===== src/shared/clr_pkg.sv =====
// Constants, field layouts and carrier types of the charge limit register bank
package clr_pkg;

    ////////////////////////////////////////////////////////////////////////////
    // Register locations
    localparam logic [7:0] CLR_ADDR_CURRENT = 8'h04;
    localparam logic [7:0] CLR_ADDR_SPECIAL = 8'h05;
    localparam logic [7:0] CLR_ADDR_LIMIT = 8'h06;

    ////////////////////////////////////////////////////////////////////////////
    // Reset values
    localparam logic [7:0] CLR_RST_CURRENT = 8'h01;
    localparam logic [7:0] CLR_RST_SPECIAL = 8'h04;
    localparam logic [7:0] CLR_RST_LIMIT = 8'h40;

    ////////////////////////////////////////////////////////////////////////////
    // Field positions
    localparam int CLR_CHARGER_RESET_BIT = 7;
    localparam int CLR_CHG_HI = 6;
    localparam int CLR_CHG_LO = 4;
    localparam int CLR_TERM_HI = 2;
    localparam int CLR_TERM_LO = 0;
    localparam int CLR_SPARE_HI = 7;
    localparam int CLR_SPARE_LO = 6;
    localparam int CLR_REDUCED_BIT = 5;
    localparam int CLR_PWR_FLAG_BIT = 4;
    localparam int CLR_PIN_LVL_BIT = 3;
    localparam int CLR_VS_HI = 2;
    localparam int CLR_VS_LO = 0;
    localparam int CLR_MCHG_HI = 7;
    localparam int CLR_MCHG_LO = 4;
    localparam int CLR_MREG_HI = 3;
    localparam int CLR_MREG_LO = 0;

    ////////////////////////////////////////////////////////////////////////////
    // Sense voltages in units of 0.1 mV
    localparam logic [10:0] CLR_CHG_OFS = 11'h176;
    localparam logic [10:0] CLR_CHG_STEP = 11'h044;
    localparam logic [10:0] CLR_REDUCED_SENSE = 11'h0dd;
    localparam logic [10:0] CLR_TERM_OFS = 11'h022;
    localparam logic [10:0] CLR_TERM_STEP = 11'h022;
    localparam logic [10:0] CLR_MCHG_OFS = 11'h176;

    ////////////////////////////////////////////////////////////////////////////
    // Voltages in mV
    localparam logic [12:0] CLR_SPEC_OFS = 13'h1068;
    localparam logic [12:0] CLR_SPEC_STEP = 13'h0050;
    localparam logic [12:0] CLR_VREG_OFS = 13'h0dac;
    localparam logic [12:0] CLR_VREG_STEP = 13'h0014;
    localparam logic [12:0] CLR_MREG_OFS = 13'h1068;
    // Limit voltage offset expressed in regulation code steps
    localparam logic [5:0] CLR_MREG_CODE_OFS = 6'((CLR_MREG_OFS - CLR_VREG_OFS) / CLR_VREG_STEP);

    ////////////////////////////////////////////////////////////////////////////
    // Carrier types
    typedef struct packed {
        logic wr;
        logic rd;
        logic [7:0] addr;
        logic [7:0] wdata;
    } clr_req_t;

    typedef struct packed {
        logic [10:0] charge_sense;
        logic [10:0] term_sense;
        logic [12:0] special_mv;
        logic [10:0] max_charge_sense;
        logic [12:0] max_reg_mv;
        logic [5:0] reg_code;
        logic [12:0] reg_mv;
    } clr_set_t;

endpackage : clr_pkg


===== src/rtl/clr_sync.sv =====
// Two flip-flop synchroniser, one lane per bit
`timescale 1ns/100ps
module clr_sync #(
    parameter int W = 1
) (
    // Clock and reset
    input wire logic sys_clk,
    input wire logic nrst,
    // Data
    input wire logic [W-1:0] async_in,
    output logic [W-1:0] sync_out
);

    logic [W-1:0] meta_r;

    genvar i;
    generate
        for (i = 0; i < W; i++) begin : g_lane
            always_ff @(posedge sys_clk or negedge nrst) begin
                if (!nrst) begin
                    meta_r[i] <= 1'b0;
                    sync_out[i] <= 1'b0;
                end else begin
                    meta_r[i] <= async_in[i];
                    sync_out[i] <= meta_r[i];
                end
            end
        end
    endgenerate

endmodule : clr_sync


===== src/rtl/clr_bank.sv =====
// Charge current, special voltage and safety limit registers with limit clamping
`timescale 1ns/100ps

// What the document requires of this block and of its host
// RULE1: Writing one to bit 7 at 04h pulses charger reset; reads return zero.
// RULE2: Charge current code is bits 6..4 of 04h in 6.8 mV steps.
// RULE3: Charge sense voltage is 37.4 mV plus the code weights.
// RULE4: Termination code is bits 2..0 of 04h, resetting to 001.
// RULE5: Termination sense voltage is the code weights plus 3.4 mV.
// RULE6: Bit 5 of 05h forces 22.1 mV charge sense; resets to zero.
// RULE7: Bit 4 of 05h reads the input power management flag.
// RULE8: Bit 3 of 05h reads the charge disable pin level.
// RULE9: Special voltage code is bits 2..0 of 05h, resetting to 100.
// RULE10: Special threshold is 4.2 V plus 80 mV per code step.
// RULE11: Maximum charge current code is bits 7..4 of 06h, reset 0100.
// RULE12: Maximum charge sense is 37.4 mV plus code weights.
// RULE13: Maximum regulation code is bits 3..0 of 06h, 4.2 V plus 20 mV steps.
// RULE14: Limit register resets only on the battery short comparator.
// RULE15: Limit register writable until any other register is written.
// RULE16: Regulation voltage and charge current never exceed the limits.
// RULE17: Writing another register first locks the limit reset values.
// RULE18: Host writes the limit register once, before any other register.
// RULE19: Regulation code bits 7..2 of 02h give 3.5 V plus 20 mV steps.
// RULE20: Host sends the register address after the bus address is acknowledged.
// RULE21: Once locked, writes to 06h are ignored until a short reset.
// RULE22: Clamp is the lesser of programmed and limit codes, always current.
module clr_bank (
    // Clock and reset
    input wire logic sys_clk,
    input wire logic nrst,
    // Register access from the serial slave
    input clr_pkg::clr_req_t req,
    output logic [7:0] rdata,
    output logic rvalid,
    // Code of location 02h, bits 7..2
    input wire logic [5:0] battery_regulation_code,
    // Analog and pin status
    input wire logic charge_disable_pin,
    input wire logic input_power_manage_flag,
    input wire logic battery_short_cmp,
    // Settings to the regulation loops
    output clr_pkg::clr_set_t settings,
    output logic charger_reset,
    output logic limits_locked
);
    import clr_pkg::*;

    ////////////////////////////////////////////////////////////////////////////
    // Input synchronisers
    logic [2:0] pins_s;
    logic dis_pin_s;
    logic pwr_flag_s;
    logic short_s;

    clr_sync #(
        .W(3)
    ) u_sync (
        .sys_clk(sys_clk),
        .nrst(nrst),
        .async_in({battery_short_cmp, input_power_manage_flag, charge_disable_pin}),
        .sync_out(pins_s)
    );

    assign dis_pin_s = pins_s[0];
    assign pwr_flag_s = pins_s[1];
    assign short_s = pins_s[2];

    ////////////////////////////////////////////////////////////////////////////
    // Address decode
    wire hit_current = req.addr == CLR_ADDR_CURRENT;
    wire hit_special = req.addr == CLR_ADDR_SPECIAL;
    wire hit_limit = req.addr == CLR_ADDR_LIMIT;
    wire wr_current = req.wr && hit_current;
    wire wr_special = req.wr && hit_special;
    wire wr_other = req.wr && !hit_limit;
    wire charger_reset_req = wr_current && req.wdata[CLR_CHARGER_RESET_BIT];

    ////////////////////////////////////////////////////////////////////////////
    // Registers
    logic [6:0] current_r;
    logic [6:0] current_nxt;
    logic [7:0] special_r;
    logic [7:0] special_nxt;
    logic [7:0] limit_r;
    logic [7:0] limit_nxt;
    logic lock_r;
    logic lock_nxt;

    // Charger reset restores 04h and 05h; the limit register is untouched
    assign current_nxt = charger_reset_req ? CLR_RST_CURRENT[6:0] :
                         wr_current ? req.wdata[6:0] : current_r; // RULE2 RULE4
    assign special_nxt = charger_reset_req ? CLR_RST_SPECIAL :
                         wr_special ? req.wdata : special_r; // RULE6 RULE9

    // Short comparator wins over any write
    assign lock_nxt = short_s ? 1'b0 : (lock_r || wr_other); // RULE15 RULE17
    assign limit_nxt = short_s ? CLR_RST_LIMIT : // RULE14
                       (req.wr && hit_limit && !lock_r) ? req.wdata : // RULE15 RULE21
                       limit_r;

    always_ff @(posedge sys_clk or negedge nrst) begin
        if (!nrst) begin
            current_r <= CLR_RST_CURRENT[6:0];
            special_r <= CLR_RST_SPECIAL;
        end else begin
            current_r <= current_nxt;
            special_r <= special_nxt;
        end
    end

    // Power-on loads the limit register; later only the short comparator resets it
    always_ff @(posedge sys_clk or negedge nrst) begin
        if (!nrst) begin
            limit_r <= CLR_RST_LIMIT;
            lock_r <= 1'b0;
        end else begin
            limit_r <= limit_nxt; // RULE14
            lock_r <= lock_nxt;
        end
    end

    ////////////////////////////////////////////////////////////////////////////
    // Fields
    wire [2:0] charge_current_code = current_r[CLR_CHG_HI:CLR_CHG_LO];
    wire [2:0] termination_current_code = current_r[CLR_TERM_HI:CLR_TERM_LO];
    wire reduced_current_select = special_r[CLR_REDUCED_BIT];
    wire [2:0] special_input_voltage_code = special_r[CLR_VS_HI:CLR_VS_LO];
    wire [3:0] max_charge_current_code = limit_r[CLR_MCHG_HI:CLR_MCHG_LO]; // RULE11
    wire [3:0] max_regulation_voltage_code = limit_r[CLR_MREG_HI:CLR_MREG_LO];

    ////////////////////////////////////////////////////////////////////////////
    // Clamping against the safety limits
    wire [3:0] chg_code_ext = {1'b0, charge_current_code};
    wire [3:0] chg_eff = (chg_code_ext < max_charge_current_code) ?
                         chg_code_ext : max_charge_current_code; // RULE16 RULE22
    wire [5:0] reg_limit_code = CLR_MREG_CODE_OFS + {2'b00, max_regulation_voltage_code};
    wire [5:0] reg_eff = (battery_regulation_code < reg_limit_code) ?
                         battery_regulation_code : reg_limit_code; // RULE16 RULE22

    ////////////////////////////////////////////////////////////////////////////
    // Settings arithmetic
    wire [10:0] charge_sense_code = CLR_CHG_OFS + 11'(chg_eff) * CLR_CHG_STEP; // RULE3
    clr_set_t set_nxt;

    assign set_nxt.charge_sense = reduced_current_select ?
                                  CLR_REDUCED_SENSE : charge_sense_code; // RULE6
    assign set_nxt.term_sense = 11'(termination_current_code) * CLR_TERM_STEP
                                + CLR_TERM_OFS; // RULE5
    assign set_nxt.special_mv = CLR_SPEC_OFS
                                + 13'(special_input_voltage_code) * CLR_SPEC_STEP; // RULE10
    assign set_nxt.max_charge_sense = CLR_MCHG_OFS
                                      + 11'(max_charge_current_code) * CLR_CHG_STEP; // RULE12
    assign set_nxt.max_reg_mv = CLR_MREG_OFS
                                + 13'(max_regulation_voltage_code) * CLR_VREG_STEP; // RULE13
    assign set_nxt.reg_code = reg_eff;
    assign set_nxt.reg_mv = CLR_VREG_OFS + 13'(reg_eff) * CLR_VREG_STEP; // RULE19

    ////////////////////////////////////////////////////////////////////////////
    // Read mux
    logic [7:0] special_rd;

    always_comb begin
        special_rd = special_r;
        special_rd[CLR_PWR_FLAG_BIT] = pwr_flag_s; // RULE7
        special_rd[CLR_PIN_LVL_BIT] = dis_pin_s; // RULE8
    end

    // Charger reset bit always reads zero
    wire [7:0] rdata_nxt = hit_current ? {1'b0, current_r} : // RULE1
                           hit_special ? special_rd :
                           hit_limit ? limit_r : 8'h00;

    ////////////////////////////////////////////////////////////////////////////
    // Output registers
    always_ff @(posedge sys_clk or negedge nrst) begin
        if (!nrst) begin
            rdata <= 8'h00;
            rvalid <= 1'b0;
        end else begin
            rdata <= req.rd ? rdata_nxt : rdata;
            rvalid <= req.rd;
        end
    end

    always_ff @(posedge sys_clk or negedge nrst) begin
        if (!nrst) begin
            settings <= '0;
            charger_reset <= 1'b0;
            limits_locked <= 1'b0;
        end else begin
            settings <= set_nxt; // RULE22
            charger_reset <= charger_reset_req; // RULE1
            limits_locked <= lock_r;
        end
    end

endmodule : clr_bank


===== config.mk =====
export PLATFORM = sky130hd
export DESIGN_NAME = clr_bank
export DESIGN_NICKNAME = d
export VERILOG_FILES = /design/src/shared/clr_pkg.sv /design/src/rtl/clr_sync.sv /design/src/rtl/clr_bank.sv
export SDC_FILE = /design/constraint.sdc
export NUM_CORES = 1
export LEC_CHECK = 0
export BUFFER_PORTS_ARGS = -buffer_cell sky130_fd_sc_hd__buf_4
export CORE_MARGIN = 2
export CORE_UTILIZATION = 53
export CTS_CLUSTER_DIAMETER = 80
export DETAILED_ROUTE_END_ITERATION = 8
export HOLD_SLACK_MARGIN = 0.05
export PLACE_DENSITY = 0.8
export SYNTH_ARGS = -nofsm -noshare
export SYNTH_HDL_FRONTEND = slang
export SYNTH_HIERARCHICAL = 1
export SYNTH_SLANG_ARGS = --single-unit

===== constraint.sdc =====
create_clock -name sys_clk -period 4.6 [get_ports sys_clk]
set_clock_uncertainty 0.05 [all_clocks]
set_input_delay 0.92 -clock sys_clk [delete_from_list [all_inputs] [get_ports sys_clk]]
set_output_delay 0.92 -clock sys_clk [all_outputs]
set_load 0.005 [all_outputs]

==> metrics.txt <==
first-pass GRT wire length 14200 um; fin cells between 600 and 700; GRT met1 Usage 25.8%; WS Path Type flop to flop; ys flop type dfrtp_1; worst hold path class flop to flop; TritonRoute pass-1 iters 4; Die W about 96 um; Leak 2.84 nW; Distinct cells, synth 46; via-per-instance ratio between 5 and 6; largest net degree at the start of global routing 70; CTS clk-pin slew, worst paths ~0.090 ns; Worst setup SP type flop; Power Density roughly 350 nW/um^2; commonest non-fill, non-tap cell in the layout buf_4; Inst Count DP 598; EDFF count, synth 0; Core ar. slightly above 8000 um^2; commonest cells after routing, fill and taps aside 106 x buf_4, 93 x dfrtp_1, 36 x inv_1, 36 x nor2_1, 30 x ha_1; vias 3130; fin crit period between 4 and 5 ns; I/O Pins between 100 and 150; Clock Root Buffer clkbuf_8; Setup-failing EPs final 0; Most Used Layer, Global Route met2; Routed WL 8670 um; Max VDD drop 0.000182 V; Clock Sinks 96; synthesized cell area 4500 um^2; initial antenna violation count 0; total CTS buffers 9; FILL cells 607; row cnt 33; CTS tree yes; met3 Use GR ~3.2%; Iteration-0 DRC Markers 123; vias in the first global route 3099; Port-buffer cells roughly 100; post-route ant nets 0; RSZ-0062 raised after global routing no; post-synthesis area per instance ~11 um^2; die height 96.2 um; layout cells sized above 1 between 20 and 30%; Die Area between 9000 and 10000 um^2; Max Slew Vio Count 0; max-cap violation count 0; Crit. End Element flop; met2 Usage GRT 33.4%; WL/cell 14.1 um; DRC 0; Hold Buf Count CTS 0; Async S/R FF share, synth 100%; GRT overflow 0; dpl hpwl 6460 um; Syn Inst Count 408; status finished clean; H-tree depth 3; Final Hold Fails 0; ANT cells 0; Final TNS setup 0 ns; relative slew slack 45.0%; synthesis-to-finish area growth 22.0%; worst-skew pair later-pin latency 0.34 ns; crit path DAT 4.43 ns; CP Max Fanout 7; aggregate global-route resource usage 19.7%; routability cong. 0.850; post-synthesis sequential area ratio a little over half; Seq cells post-synth 96; Layout Nets around 570; final worst-path cycle share 92.4%; post-CTS setup buffers 0; total chip power 1.91 mW; warnings from Yosys 6; Worst EP required roughly 4.8 ns; maximum buffer depth of the clock tree 2; Final Util about two thirds; Least-Margin Pin Slew between 0.8 and 0.9 ns; starting density of the core 54.8%; max frequency about 0.24 GHz
-- worst paths after layout --
kind | to | depth (start not counted) | slack (ns) | start
worst max-delay path | settings[10]$_DFF_PN0_ | 18 | 0.35 | limit_r[1]$_DFFE_PN0P_
worst min-delay path | u_sync/sync_out[0]$_DFF_PN0_ | 0 | 0.30 | u_sync/meta_r[0]$_DFF_PN0_
worst max register to register | settings[10]$_DFF_PN0_ | 18 | 0.35 | limit_r[1]$_DFFE_PN0P_
worst min register to register | u_sync/sync_out[0]$_DFF_PN0_ | 0 | 0.30 | u_sync/meta_r[0]$_DFF_PN0_
max in group asynchronous | special_r[2]$_DFFE_PN1P_ | 2 | 2.96 | nrst
min in group asynchronous | settings[33]$_DFF_PN0_ | 1 | 0.60 | nrst
-- state kept, by name, indices dropped and copies added, names as in the netlist --
signal / cells
rdata: 8
charger_reset: 1
lock_r: 1
rvalid: 1
u_sync/sync_out: 3
u_sync/meta_r: 3
settings: 57
limit_r: 8
special_r: 6
current_r: 7
limits_locked: 1
-- where the power goes --
| group | switching, mW | internal (mW) | total (mW) |
|---|---|---|---|
| clock | 0.266 | 0.336 | 0.602 |
| combinational | 0.165 | 0.185 | 0.350 |
| sequential | 0.0319 | 0.922 | 0.954 |
-- critical path, cell delays in order, from the launching register on --
cell and delay (ns):
dfrtp_1 0.47, inv_1 0.10, ha_1 0.21, nand3b_1 0.19, ha_1 0.34, a21oi_1 0.17, nand2_1 0.08, a21oi_2 0.30
buf_4 0.19, nand2_1 0.04, o21ai_0 0.14, ha_1 0.30, ha_1 0.23, fa_1 0.41, a21o_1 0.20, a21oi_1 0.16
xnor2_1 0.19, o21ai_0 0.19, xnor2_1 0.15
-- timing repair --
item / 4_1_cts / 5_1_grt
resized for setup: 0 / 1
endpoints found under the setup margin: 0 / 4
endpoints found under the hold margin: 0 / 0
-- logic make-up after synthesis --
kind of cell               synth area share (%)
AOI/OAI and AO/OA                          9.53
xor gates and xnor gates                   4.28
adders and majority gates                  9.67
buffers and inverters                      7.87
DFF                                        53.4
muxes                                      4.25
other                                     0.167
and+or+nand+nor                            10.8
-- per-layer routing --
metal	wire [um]	vias up
met5	0	-
met4	80	0
met3	460	9
met2	4320	82
met1	3810	1533
li1	-	1506
-- Yosys cell counts (all sizes together) (2+ instances only) --
| library cell | instances | area, um^2 |
|---|---|---|
| mux2i | 18 | 180 |
| o22ai | 7 | 43.8 |
| nand4b | 2 | 23.8 |
| nor2 | 37 | 146 |
| xor2 | 9 | 78.8 |
| o211ai | 3 | 27.5 |
| a211o | 6 | 52.6 |
| a21oi | 24 | 120 |
| inv | 36 | 135 |
| a21boi | 2 | 15.0 |
| nand2 | 18 | 67.6 |
| and2 | 5 | 31.3 |
| nand2b | 5 | 31.3 |
| dfstp | 3 | 78.8 |
| nor2b | 4 | 25.0 |
| a21o | 3 | 22.5 |
| fa | 3 | 60.1 |
| ha | 30 | 375 |
| nand3 | 4 | 20.0 |
| dfrtp | 93 | 2330 |
| nand3b | 7 | 56.3 |
| o21ai | 23 | 115 |
| conb | 2 | 7.51 |
| xnor2 | 13 | 114 |
| nor3 | 6 | 41.3 |
| buf | 25 | 181 |
| clkbuf | 10 | 37.5 |
-- through the flow --
step | setup slack, ns | cell area [um^2] | hold slack [ns]
2_1_floorplan | 0.526 | 4550 | 0.281
3_3_place_gp | 0.270 | 5260 | 0.285
3_5_place_dp | 0.172 | 5260 | 0.286
4_1_cts | 0.218 | 5490 | 0.305
5_1_grt | 0.0451 | 5490 | 0.311
6_report | 0.348 | 5490 | 0.303
-- cell type report --
cell class | instances | area (um^2) | area share, %
well taps | 105 | 131 | 2.39
inverters | 36 | 135 | 2.46
clock buffers | 13 | 159 | 2.89
multi-input cells | 255 | 1800 | 32.7
repair buffers | 106 | 796 | 14.5
flip-flops and latches | 96 | 2410 | 43.8
clock inverters | 3 | 65.1 | 1.19
Power figures use the tool's default switching activity.
